--- config.mk ---
export PLATFORM = sky130hd
export DESIGN_NAME = ivmc_nested_vector_controller
export DESIGN_NICKNAME = d
export VERILOG_FILES = /design/src/hdl/ivmc_pkg.sv /design/src/hdl/ivmc_nested_vector_controller.sv
export VERILOG_INCLUDE_DIRS = /design/src /design/src/hdl
export SDC_FILE = /design/constraint.sdc
export NUM_CORES = 2
export LEC_CHECK = 0
export ABC_CLOCK_PERIOD_IN_PS = 206600
export CORE_MARGIN = 3
export CORE_UTILIZATION = 35
export DETAILED_ROUTE_END_ITERATION = 6
export DONT_BUFFER_PORTS = 1
export GPL_TIMING_DRIVEN = 0
export PLACE_DENSITY = 0.56
export SLEW_MARGIN = 20
export SYNTH_ARGS = -nofsm -noshare
export SYNTH_HDL_FRONTEND = slang
export SYNTH_SLANG_ARGS = --single-unit
--- constraint.sdc ---
create_clock -name ref_clk_in -period 206.6 [get_ports ref_clk_in]
set_input_delay 51.65 -clock ref_clk_in [delete_from_list [all_inputs] [get_ports ref_clk_in]]
set_output_delay 51.65 -clock ref_clk_in [all_outputs]
set_load 0.02 [all_outputs]
--- src/hdl/ivmc_regs.svh ---
/*
 * constants of the vectored interrupt controller: counts, line positions,
 * exception numbers, priority ranks and vector base.
 * assumes inclusion by bare name from the package and the design.
 */
`ifndef IVMC_REGS_SVH
`define IVMC_REGS_SVH
`define IVMC_NUM_IRQ      64
`define IVMC_NUM_UNUSED   25
`define IVMC_NUM_SYS      16
`define IVMC_NUM_W        7
`define IVMC_PRIO_LEVELS  8
`define IVMC_PRIO_W       3
`define IVMC_RANK_W       4
`define IVMC_RANK_NMI     4'h0
`define IVMC_RANK_HARD    4'h1
`define IVMC_RANK_OFS     4'h2
`define IVMC_RANK_IDLE    4'hf
`define IVMC_NEST_MIN     10
`define IVMC_VEC_BASE     32'h0000_0040
`define IVMC_EXC_NMI      7'h02
`define IVMC_EXC_HARD     7'h03
`define IVMC_EXC_SVC      7'h0b
`define IVMC_EXC_PEND     7'h0e
`define IVMC_EXC_TICK     7'h0f
`define IVMC_IRQ_BASE     7'h10
`define IVMC_LN_LVD       0
`define IVMC_LN_SCLK      1
`define IVMC_LN_XTAL      2
`define IVMC_LN_WDOG      3
`define IVMC_LN_TIMER0    5
`define IVMC_LN_TIMER_UNIT8_IRQ    13
`define IVMC_LN_PORT      16
`define IVMC_LN_MPWM      24
`define IVMC_LN_SPI       32
`define IVMC_LN_I2C       36
`define IVMC_LN_UART      38
`define IVMC_LN_ADC       43
`define IVMC_LN_COMP      46
`define IVMC_LN_RSVD      50
`endif

--- src/hdl/ivmc_pkg.sv ---
/*
 * types of the vectored interrupt controller.
 * assumes ivmc_regs.svh on the include path.
 */
`include "ivmc_regs.svh"
package ivmc_pkg;
    // peripheral request lines, grouped by source kind
    typedef struct packed {
        logic [3:0] comparator_irq;
        logic [2:0] converter_irq;
        logic [3:0] uart_irq;
        logic [1:0] i2c_irq;
        logic [1:0] spi_irq;
        logic [5:0] motor_pwm_irq;
        logic [7:0] port_irq;
        logic [1:0] timer_unit8_9_irq;
        logic [3:0] timer_unit0_3_irq;
        logic       watchdog_irq;
        logic       crystal_fail_irq;
        logic       system_clock_fail_irq;
        logic       low_voltage_detect_irq;
    } ivmc_periph_t;
    // system exception requests, one-cycle pulses
    typedef struct packed {
        logic system_tick_exception;
        logic pendable_service_exception;
        logic svcall;
        logic hard_fault;
        logic nmi;
    } ivmc_sys_t;
    // offer to the processor core
    typedef struct packed {
        logic                    valid;
        logic [`IVMC_NUM_W-1:0]  num;
        logic [31:0]             vector;
        logic                    tail_chain;
    } ivmc_core_t;
endpackage

--- src/hdl/ivmc_nested_vector_controller.sv ---
/*
 * nested vectored interrupt controller: line mapping, pending state,
 * priority arbitration, nesting stack and vectored offer to the core.
 * assumes one clock, synchronous inputs, and a core that pulses taken
 * for the offer it accepts and return when a handler ends.
 */
// Operation
// - 64 peripheral lines, 25 unused, plus 16 system slots, each own vector
// - eight priority levels arbitrate pending requests
// - group split divides priority into preempting part and sub-priority
// - request needs source enable and controller enable to become active
// - software can set pending directly; system reset request is passed on
// - track nesting, tail-chain on handler end, late arrival takes over
// - peripheral n vector at 0x40 plus four times n
// - lines 24 to 29 carry both motor pwm units, normal/protect/overvoltage
// - lines 16 to 23 carry two lines per port, ports a to d
// - spi on 32-33, i2c on 36-37, uarts on 38-41
// - converters on 43-45, comparators on 46-49
// - timers 0-3 on lines 5-8, timers 8-9 on 13-14
// - lines 50 to 63 never assert, slots stay allocated
`timescale 1ns/1ps
`include "ivmc_regs.svh"
module ivmc_nested_vector_controller #(
    parameter int NEST_DEPTH = `IVMC_NEST_MIN
) (
    input  wire logic                               ref_clk_in,
    input  wire logic                               rst_in,
    input  wire ivmc_pkg::ivmc_periph_t             periph_in,
    input  wire logic [`IVMC_NUM_IRQ-1:0]           src_en_in,
    input  wire logic [`IVMC_NUM_IRQ-1:0]           irq_en_in,
    input  wire logic [`IVMC_NUM_IRQ*`IVMC_PRIO_W-1:0] irq_prio_in,
    input  wire logic [3*`IVMC_PRIO_W-1:0]          sys_prio_in,
    input  wire logic [1:0]                         group_split_in,
    input  wire logic [`IVMC_NUM_IRQ-1:0]           sw_pend_set_in,
    input  wire logic [`IVMC_NUM_IRQ-1:0]           sw_pend_clr_in,
    input  wire ivmc_pkg::ivmc_sys_t                sys_in,
    input  wire logic                               sys_reset_req_in,
    input  wire logic                               exc_taken_in,
    input  wire logic                               exc_return_in,
    output ivmc_pkg::ivmc_core_t                    core_out,
    output logic [$clog2(NEST_DEPTH+1)-1:0]         nest_depth_out,
    output logic [`IVMC_NUM_IRQ-1:0]                pending_out,
    output logic                                    sys_reset_out
);
    localparam int DW = $clog2(NEST_DEPTH+1);
    localparam int NS = 5;
    localparam logic [`IVMC_NUM_W-1:0] SYS_NUM [NS] = '{
        `IVMC_EXC_NMI, `IVMC_EXC_HARD, `IVMC_EXC_SVC,
        `IVMC_EXC_PEND, `IVMC_EXC_TICK
    };

    generate
        if (NEST_DEPTH < `IVMC_NEST_MIN || NEST_DEPTH > 15) begin : g_chk
            $error("NEST_DEPTH must lie in 10..15");
        end
    endgenerate

    // lines that carry a source; every other slot stays silent
    function automatic logic [`IVMC_NUM_IRQ-1:0] used_lines();
        logic [`IVMC_NUM_IRQ-1:0] m;
        m = '0;
        m[`IVMC_LN_LVD] = 1'b1;
        m[`IVMC_LN_SCLK] = 1'b1;
        m[`IVMC_LN_XTAL] = 1'b1;
        m[`IVMC_LN_WDOG] = 1'b1;
        m[`IVMC_LN_TIMER0 +: 4] = 4'hf;
        m[`IVMC_LN_TIMER_UNIT8_IRQ +: 2] = 2'h3;
        m[`IVMC_LN_PORT +: 8] = 8'hff;
        m[`IVMC_LN_MPWM +: 6] = 6'h3f;
        m[`IVMC_LN_SPI +: 2] = 2'h3;
        m[`IVMC_LN_I2C +: 2] = 2'h3;
        m[`IVMC_LN_UART +: 4] = 4'hf;
        m[`IVMC_LN_ADC +: 3] = 3'h7;
        m[`IVMC_LN_COMP +: 4] = 4'hf;
        return m;
    endfunction

    localparam logic [`IVMC_NUM_IRQ-1:0] USED = used_lines();

    generate
        if ($countones(USED) != `IVMC_NUM_IRQ - `IVMC_NUM_UNUSED) begin : g_map_chk
            $error("line map must leave the unused slots free");
        end
    endgenerate

    logic [`IVMC_NUM_IRQ-1:0]  line;
    logic [`IVMC_NUM_IRQ-1:0]  req;
    logic [`IVMC_NUM_IRQ-1:0]  req_q;
    logic [`IVMC_NUM_IRQ-1:0]  pend_q;
    logic [`IVMC_NUM_IRQ-1:0]  tk_irq;
    logic [NS-1:0]             sys_pend_q;
    logic [NS-1:0]             tk_sys;
    logic [`IVMC_NUM_W-1:0]    stk_num_q  [NEST_DEPTH];
    logic [`IVMC_RANK_W-1:0]   stk_rank_q [NEST_DEPTH];
    logic [DW-1:0]             depth_q;
    logic [`IVMC_RANK_W-1:0]   cur_rank;
    logic [`IVMC_RANK_W-1:0]   eff_rank;
    logic [6:0]                best_key;
    logic [`IVMC_NUM_W-1:0]    best_num;
    logic                      best_ok;
    logic                      offer;
    logic [31:0]               best_vec;
    logic                      taken;
    ivmc_pkg::ivmc_core_t      core_q;
    logic                      sys_reset_q;

    // rank and sub-priority key of a configurable priority
    function automatic logic [6:0] prio_key(input logic [2:0] p,
                                            input logic [1:0] s);
        logic [2:0] pre;
        logic [2:0] sub;
        pre = p >> s;
        sub = p & 3'((4'h1 << s) - 4'h1);
        return {{1'b0, pre} + `IVMC_RANK_OFS, sub};
    endfunction

    // line map, reserved positions held low
    always_comb begin
        line = '0;
        line[`IVMC_LN_LVD]  = periph_in.low_voltage_detect_irq;
        line[`IVMC_LN_SCLK] = periph_in.system_clock_fail_irq;
        line[`IVMC_LN_XTAL] = periph_in.crystal_fail_irq;
        line[`IVMC_LN_WDOG] = periph_in.watchdog_irq;
        line[`IVMC_LN_TIMER0 +: 4] = periph_in.timer_unit0_3_irq;
        line[`IVMC_LN_TIMER_UNIT8_IRQ +: 2] = periph_in.timer_unit8_9_irq;
        line[`IVMC_LN_PORT +: 8] = periph_in.port_irq;
        line[`IVMC_LN_MPWM +: 6] = periph_in.motor_pwm_irq;
        line[`IVMC_LN_SPI +: 2] = periph_in.spi_irq;
        line[`IVMC_LN_I2C +: 2] = periph_in.i2c_irq;
        line[`IVMC_LN_UART +: 4] = periph_in.uart_irq;
        line[`IVMC_LN_ADC +: 3] = periph_in.converter_irq;
        line[`IVMC_LN_COMP +: 4] = periph_in.comparator_irq;
        line[`IVMC_NUM_IRQ-1:`IVMC_LN_RSVD] = '0;
    end

    assign req = line & src_en_in;
    assign taken = exc_taken_in && core_q.valid && !exc_return_in;

    // one-hot clear of the entry that the core takes
    always_comb begin
        tk_irq = '0;
        tk_sys = '0;
        if (taken) begin
            if (core_q.num >= `IVMC_IRQ_BASE) begin
                tk_irq[6'(core_q.num - `IVMC_IRQ_BASE)] = 1'b1;
            end
            for (int k = 0; k < NS; k++) begin
                if (core_q.num == SYS_NUM[k]) begin
                    tk_sys[k] = 1'b1;
                end
            end
        end
    end

    always_ff @(posedge ref_clk_in) begin
        if (rst_in) begin
            req_q <= '0;
        end else begin
            req_q <= req;
        end
    end

    // pending state, set wins over clear
    always_ff @(posedge ref_clk_in) begin
        if (rst_in) begin
            pend_q <= '0;
        end else begin
            pend_q <= (pend_q & ~(sw_pend_clr_in | tk_irq))
                      | (((req & ~req_q) | sw_pend_set_in)
                         & USED);
        end
    end

    always_ff @(posedge ref_clk_in) begin
        if (rst_in) begin
            sys_pend_q <= '0;
        end else begin
            sys_pend_q <= (sys_pend_q & ~tk_sys) | sys_in;
        end
    end

    // arbitration across pending and enabled entries
    always_comb begin
        logic [6:0] k_val;
        k_val = 7'h00;
        best_key = 7'h7f;
        best_num = '0;
        best_ok = 1'b0;
        for (int k = 0; k < NS; k++) begin
            case (k)
                0: k_val = {`IVMC_RANK_NMI, 3'h0};
                1: k_val = {`IVMC_RANK_HARD, 3'h0};
                default: k_val = prio_key(sys_prio_in[(k-2)*`IVMC_PRIO_W +: 3],
                                          group_split_in);
            endcase
            if (sys_pend_q[k] && k_val < best_key) begin
                best_key = k_val;
                best_num = SYS_NUM[k];
                best_ok = 1'b1;
            end
        end
        for (int i = 0; i < `IVMC_NUM_IRQ; i++) begin
            k_val = prio_key(irq_prio_in[i*`IVMC_PRIO_W +: `IVMC_PRIO_W],
                             group_split_in);
            if (pend_q[i] && irq_en_in[i] && k_val < best_key) begin
                best_key = k_val;
                best_num = 7'(i) + `IVMC_IRQ_BASE;
                best_ok = 1'b1;
            end
        end
    end

    // running rank, and the rank left after a handler ends
    always_comb begin
        cur_rank = `IVMC_RANK_IDLE;
        eff_rank = `IVMC_RANK_IDLE;
        if (depth_q != '0) begin
            cur_rank = stk_rank_q[depth_q - DW'(1)];
        end
        if (exc_return_in) begin
            if (depth_q > DW'(1)) begin
                eff_rank = stk_rank_q[depth_q - DW'(2)];
            end
        end else begin
            eff_rank = cur_rank;
        end
    end

    assign offer = best_ok && (best_key[6:3] < eff_rank) && !taken;

    always_comb begin
        if (best_num >= `IVMC_IRQ_BASE) begin
            best_vec = `IVMC_VEC_BASE
                       + {23'h0, 7'(best_num - `IVMC_IRQ_BASE), 2'b00};
        end else begin
            best_vec = {23'h0, best_num, 2'b00};
        end
    end

    // offer follows the best entry until taken, so late arrivals win
    always_ff @(posedge ref_clk_in) begin
        if (rst_in) begin
            core_q <= '0;
        end else begin
            core_q.valid <= offer;
            core_q.num <= best_num;
            core_q.vector <= best_vec;
            core_q.tail_chain <= offer && exc_return_in;
        end
    end

    // nesting stack
    always_ff @(posedge ref_clk_in) begin
        if (rst_in) begin
            depth_q <= '0;
            for (int d = 0; d < NEST_DEPTH; d++) begin
                stk_num_q[d] <= '0;
                stk_rank_q[d] <= `IVMC_RANK_IDLE;
            end
        end else if (exc_return_in) begin
            if (depth_q != '0) begin
                depth_q <= depth_q - DW'(1);
            end
        end else if (taken && depth_q < DW'(NEST_DEPTH)) begin
            stk_num_q[depth_q] <= core_q.num;
            stk_rank_q[depth_q] <= best_rank_of(core_q.num);
            depth_q <= depth_q + DW'(1);
        end
    end

    // preempting rank of an entry by number
    function automatic logic [`IVMC_RANK_W-1:0] best_rank_of(
        input logic [`IVMC_NUM_W-1:0] n);
        logic [6:0] kk;
        kk = 7'h7f;
        if (n == `IVMC_EXC_NMI) begin
            kk = {`IVMC_RANK_NMI, 3'h0};
        end else if (n == `IVMC_EXC_HARD) begin
            kk = {`IVMC_RANK_HARD, 3'h0};
        end else if (n == `IVMC_EXC_SVC) begin
            kk = prio_key(sys_prio_in[2:0], group_split_in);
        end else if (n == `IVMC_EXC_PEND) begin
            kk = prio_key(sys_prio_in[5:3], group_split_in);
        end else if (n == `IVMC_EXC_TICK) begin
            kk = prio_key(sys_prio_in[8:6], group_split_in);
        end else if (n >= `IVMC_IRQ_BASE) begin
            kk = prio_key(irq_prio_in[6'(n - `IVMC_IRQ_BASE)*`IVMC_PRIO_W +: 3],
                          group_split_in);
        end
        return kk[6:3];
    endfunction

    always_ff @(posedge ref_clk_in) begin
        if (rst_in) begin
            sys_reset_q <= 1'b0;
        end else begin
            sys_reset_q <= sys_reset_req_in;
        end
    end

    assign core_out = core_q;
    assign nest_depth_out = depth_q;
    assign pending_out = pend_q;
    assign sys_reset_out = sys_reset_q;
endmodule

==> Flow_metrics.wiki <==
{| class="wikitable"
! Metric !! Value
|-
| Number of clock buffers inserted by TritonCTS || 17
|-
| Maximum clock insertion buffer count || 2
|-
| Area share of the leading cell type in the synthesized netlist || between 6 and 7%
|-
| All-Layer GR Usage || 29.4%
|-
| Synth area leader || sky130_fd_sc_hd__mux2i_1
|-
| Final sum of negative setup slack || 0 ns
|-
| Number of violations of the max-capacitance limit || 0
|-
| Outcome || finished, final reports clean
|-
| Number of nets in the layout || 6440
|-
| Number of enable-type register cells in the synthesized netlist || 64
|-
| Data required, critical path || 206.97 ns
|-
| Routed WL || 199 mm
|-
| Clock latency on the worst-skew pair || 0.56 ns
|-
| Master of the slowest instance on the critical path || sky130_fd_sc_hd__clkbuf_1
|-
| Starting DRT DRC Count || 4453
|-
| Post-Syn Area per Cell || 7.74 sq um
|-
| Predominant post-synthesis flop cell || sky130_fd_sc_hd__dfxtp_1
|-
| Wire length of the first global-routing pass || 289 mm
|-
| Slowest cell delay on critical path || between 0.8 and 0.9 ns
|-
| Worst setup path category || input port to register
|-
| Number of antenna violations at the first check in global routing || 42
|-
| Fraction of the yosys area taken by sequential cells || 10.1%
|-
| Die footprint || roughly 130000 sq um
|-
| Relative area change from synthesis to final layout || 6.99%
|-
| # clock sinks || about 190
|-
| Achievable frequency || roughly 5.6 MHz
|-
| Number of standard-cell rows in the floorplan || 129
|-
| Post-detailed-placement half-perimeter wirelength || 164 mm
|-
| Period utilization || 86.2%
|-
| Data arrival at the endpoint of the critical path || 178.51 ns
|-
| Peak supply drop || 8.97 uV
|-
| PostCTS Resize Cnt || 0
|-
| Starting Density || a little over a third
|-
| Unrepaired setup endpoints after global routing || false
|-
| Critical path peak fanout || 10
|-
| Avg Vias per Cell || 6.18
|-
| Slew of the pin with the lowest slew margin || 1.22 ns
|-
| # Post-CTS Setup Buffers || 0
|-
| Final setup violation count || 0
|-
| Reg-to-reg slack, setup || 81.61 ns
|-
| Number of global-route vias before repair || approximately 43000
|-
| Total power divided by cell area || 21.3 nW/um^2
|-
| Count of synthesis-stage warnings from yosys || 0
|-
| Type of the tightest min-delay check || register to register
|-
| Final setup skew || about 0.037 ns
|-
| Met1 track demand over resource in global routing || 36.2%
|-
| Final ANT Viol Nets || 0
|-
| Proportion of synthesized flip-flops having asynchronous set or reset || 0%
|-
| CTS tree || done
|-
| Cell leakage power || 18.7 nW
|-
| Nature of the critical path endpoint || register
|-
| Global Route met2 Usage || 47.6%
|-
| CTS Hold Buffers Added || 0
|-
| Non-Filler Cell Area, Final || 46700 sq um
|-
| Largest net degree at the start of global routing || 23
|-
| Synth Register Bits || 189
|-
| Busiest layer in global routing || met2
|-
| Worst rel slew slack || 18.8%
|-
| Met3 track demand over resource || 8.64%
|-
| Cell types with the largest area share after synthesis || sky130_fd_sc_hd__mux2i_1 (7.0%), sky130_fd_sc_hd__ha_1 (6.2%), sky130_fd_sc_hd__dfxtp_1 (5.7%)
|-
| Number of pins exceeding their max-slew limit in the final report || 0
|-
| Routed length per instance || 27.0 microns
|-
| Number of failing hold endpoints at the final stage || 0
|-
| Setup crit start kind || input port
|-
| Fraction of layout instances using a drive strength above 1 || 19.4%
|-
| H-tree levels || 4
|-
| Cell variety after synth || 211
|-
| Detailed-route via count || roughly 46000
|-
| Core outline area || approximately 120000 sq um
|-
| Clock tree root buffer cell || sky130_fd_sc_hd__clkbuf_16
|-
| X dimension of the die || 359 microns
|-
| Critical Path Most Common Cell || sky130_fd_sc_hd__ha_1
|-
| Die span in y || 359 microns
|-
| Clock Pin Slew Worst Setup and Hold Paths || about 0.090 ns
|-
| I/O Buffers || 0
|-
| I/O pin count || 618
|-
| Post-route minimum period || approximately 180 ns
|-
| Synth Cell Area || 43700 sq um
|-
| GP Congestion || 0.980
|-
| Global route total overflow || 0
|-
| Residual DRC count || 0
|-
| Synth Instances || approximately 5600
|-
| Post-detailed-placement cell area || 46000 sq um
|-
| Detailed Routing Iterations Pass 1 || 6
|}
[through the flow]
stage	util (%)	power (mW)	setup slack [ns]	hold WS, ns	instances
floorplan	-	0.738	51.36	0.458	5691
global placement	37.1	0.928	30.34	0.487	7328
detailed placement	37.2	0.936	29.77	0.501	7333
CTS	37.7	0.981	29.95	0.521	7365
global route	37.7	1.08	19.55	0.568	7377
finish	37.8	0.994	28.47	0.520	7387
[cells by family after synthesis]
logic type | Yosys count | synth area share, %
compound gates | 1758 | 30.5
xor+xnor | 97 | 1.96
fa+ha+maj | 308 | 8.35
buf+inv | 534 | 8.54
flops | 189 | 10.1
mux | 488 | 14.0
other cells | 1 | 0.00858
simple gates | 2269 | 26.5
[layout make-up]
class	count	area, sq um
well taps	1637	2050
clock buffers	17	425
flip-flops and latches	189	4420
plain buffers	290	2830
fillers	12967	77000
inverters	244	921
repair buffers	5	72.6
diodes	22	55.1
clock inverters	15	224
multi-input cells	4968	35700
[cell usage in the layout, fill, tap and decap left out, types with 28 or more instances in the layout]
cell / n
sky130_fd_sc_hd__a211oi_1: 77
sky130_fd_sc_hd__a21o_2: 37
sky130_fd_sc_hd__a21oi_1: 350
sky130_fd_sc_hd__a22oi_1: 43
sky130_fd_sc_hd__a31oi_1: 78
sky130_fd_sc_hd__and2_1: 96
sky130_fd_sc_hd__and2_2: 41
sky130_fd_sc_hd__and3_1: 31
sky130_fd_sc_hd__and3_2: 48
sky130_fd_sc_hd__buf_4: 39
sky130_fd_sc_hd__buf_6: 74
sky130_fd_sc_hd__clkbuf_1: 45
sky130_fd_sc_hd__clkbuf_8: 73
sky130_fd_sc_hd__conb_1: 48
sky130_fd_sc_hd__dfxtp_1: 125
sky130_fd_sc_hd__edfxtp_1: 64
sky130_fd_sc_hd__ha_1: 217
sky130_fd_sc_hd__inv_1: 238
sky130_fd_sc_hd__maj3_1: 74
sky130_fd_sc_hd__mux2_2: 51
sky130_fd_sc_hd__mux2i_1: 305
sky130_fd_sc_hd__mux4_2: 75
sky130_fd_sc_hd__nand2_1: 661
sky130_fd_sc_hd__nand3_1: 123
sky130_fd_sc_hd__nand3b_1: 57
sky130_fd_sc_hd__nand4_1: 34
sky130_fd_sc_hd__nor2_1: 645
sky130_fd_sc_hd__nor2b_1: 71
sky130_fd_sc_hd__nor3_1: 82
sky130_fd_sc_hd__o211ai_1: 44
sky130_fd_sc_hd__o21ai_0: 325
sky130_fd_sc_hd__o21ai_1: 48
sky130_fd_sc_hd__o21ai_2: 29
sky130_fd_sc_hd__o22ai_1: 48
sky130_fd_sc_hd__o31ai_1: 28
sky130_fd_sc_hd__or2_2: 57
sky130_fd_sc_hd__xnor2_1: 69
[report_power, final]
part	internal (mW)	total (mW)	switching, mW	leakage [nW]
Clock	0.0180	0.0399	0.0219	0.314
Combinational	0.365	0.906	0.541	16.9
Sequential	0.0413	0.0483	0.00703	1.48
[synthesized netlist by cell type (all sizes together) (65+ instances only)]
master / number
a21oi: 382
and3: 83
clkbuf: 131
maj3: 91
nand2: 683
buf: 145
inv: 241
or2: 73
o21ai: 408
a21o: 65
nor2: 664
and2: 144
mux2i: 322
dfxtp: 125
ha: 217
nand3: 133
nor2b: 72
a211oi: 96
xnor2: 70
nor3: 96
mux2: 91
mux4: 75
a31oi: 88
[sequential cells by signal, summed over array words and instances, names as in the netlist]
signal and cells:
sys_reset_out 1, pending_out 64, core_out 12, req_q 39, sys_pend_q 5, nest_depth_out 4
stk_rank_q 64
[per-layer routing]
metal | vias up | share of wire [%]
met5 | - | 0.035
met4 | 10 | 4.6
met3 | 332 | 9.6
met2 | 1926 | 45
met1 | 22106 | 41
li1 | 21305 | -
[critical path, delay by kind of cell]
kind / cells / cell delay [ns]
AO/OA/AOI/OAI: 224 / 53.51
AND/OR/NAND/NOR: 157 / 27.51
buffers and inverters: 76 / 14.13
adder cells (fa/ha/maj): 79 / 23.81
multiplexers: 26 / 7.76
[final timing paths]
kind                          start         endpoint  cells after the start
setup / recovery  group_split_in[1]     core_out[10]                    562
hold / removal            req_q[48]  pending_out[48]                      3
setup reg to reg      sys_pend_q[1]     core_out[10]                    553
hold reg to reg           req_q[48]  pending_out[48]                      3
(Power assumes the default switching activity.)
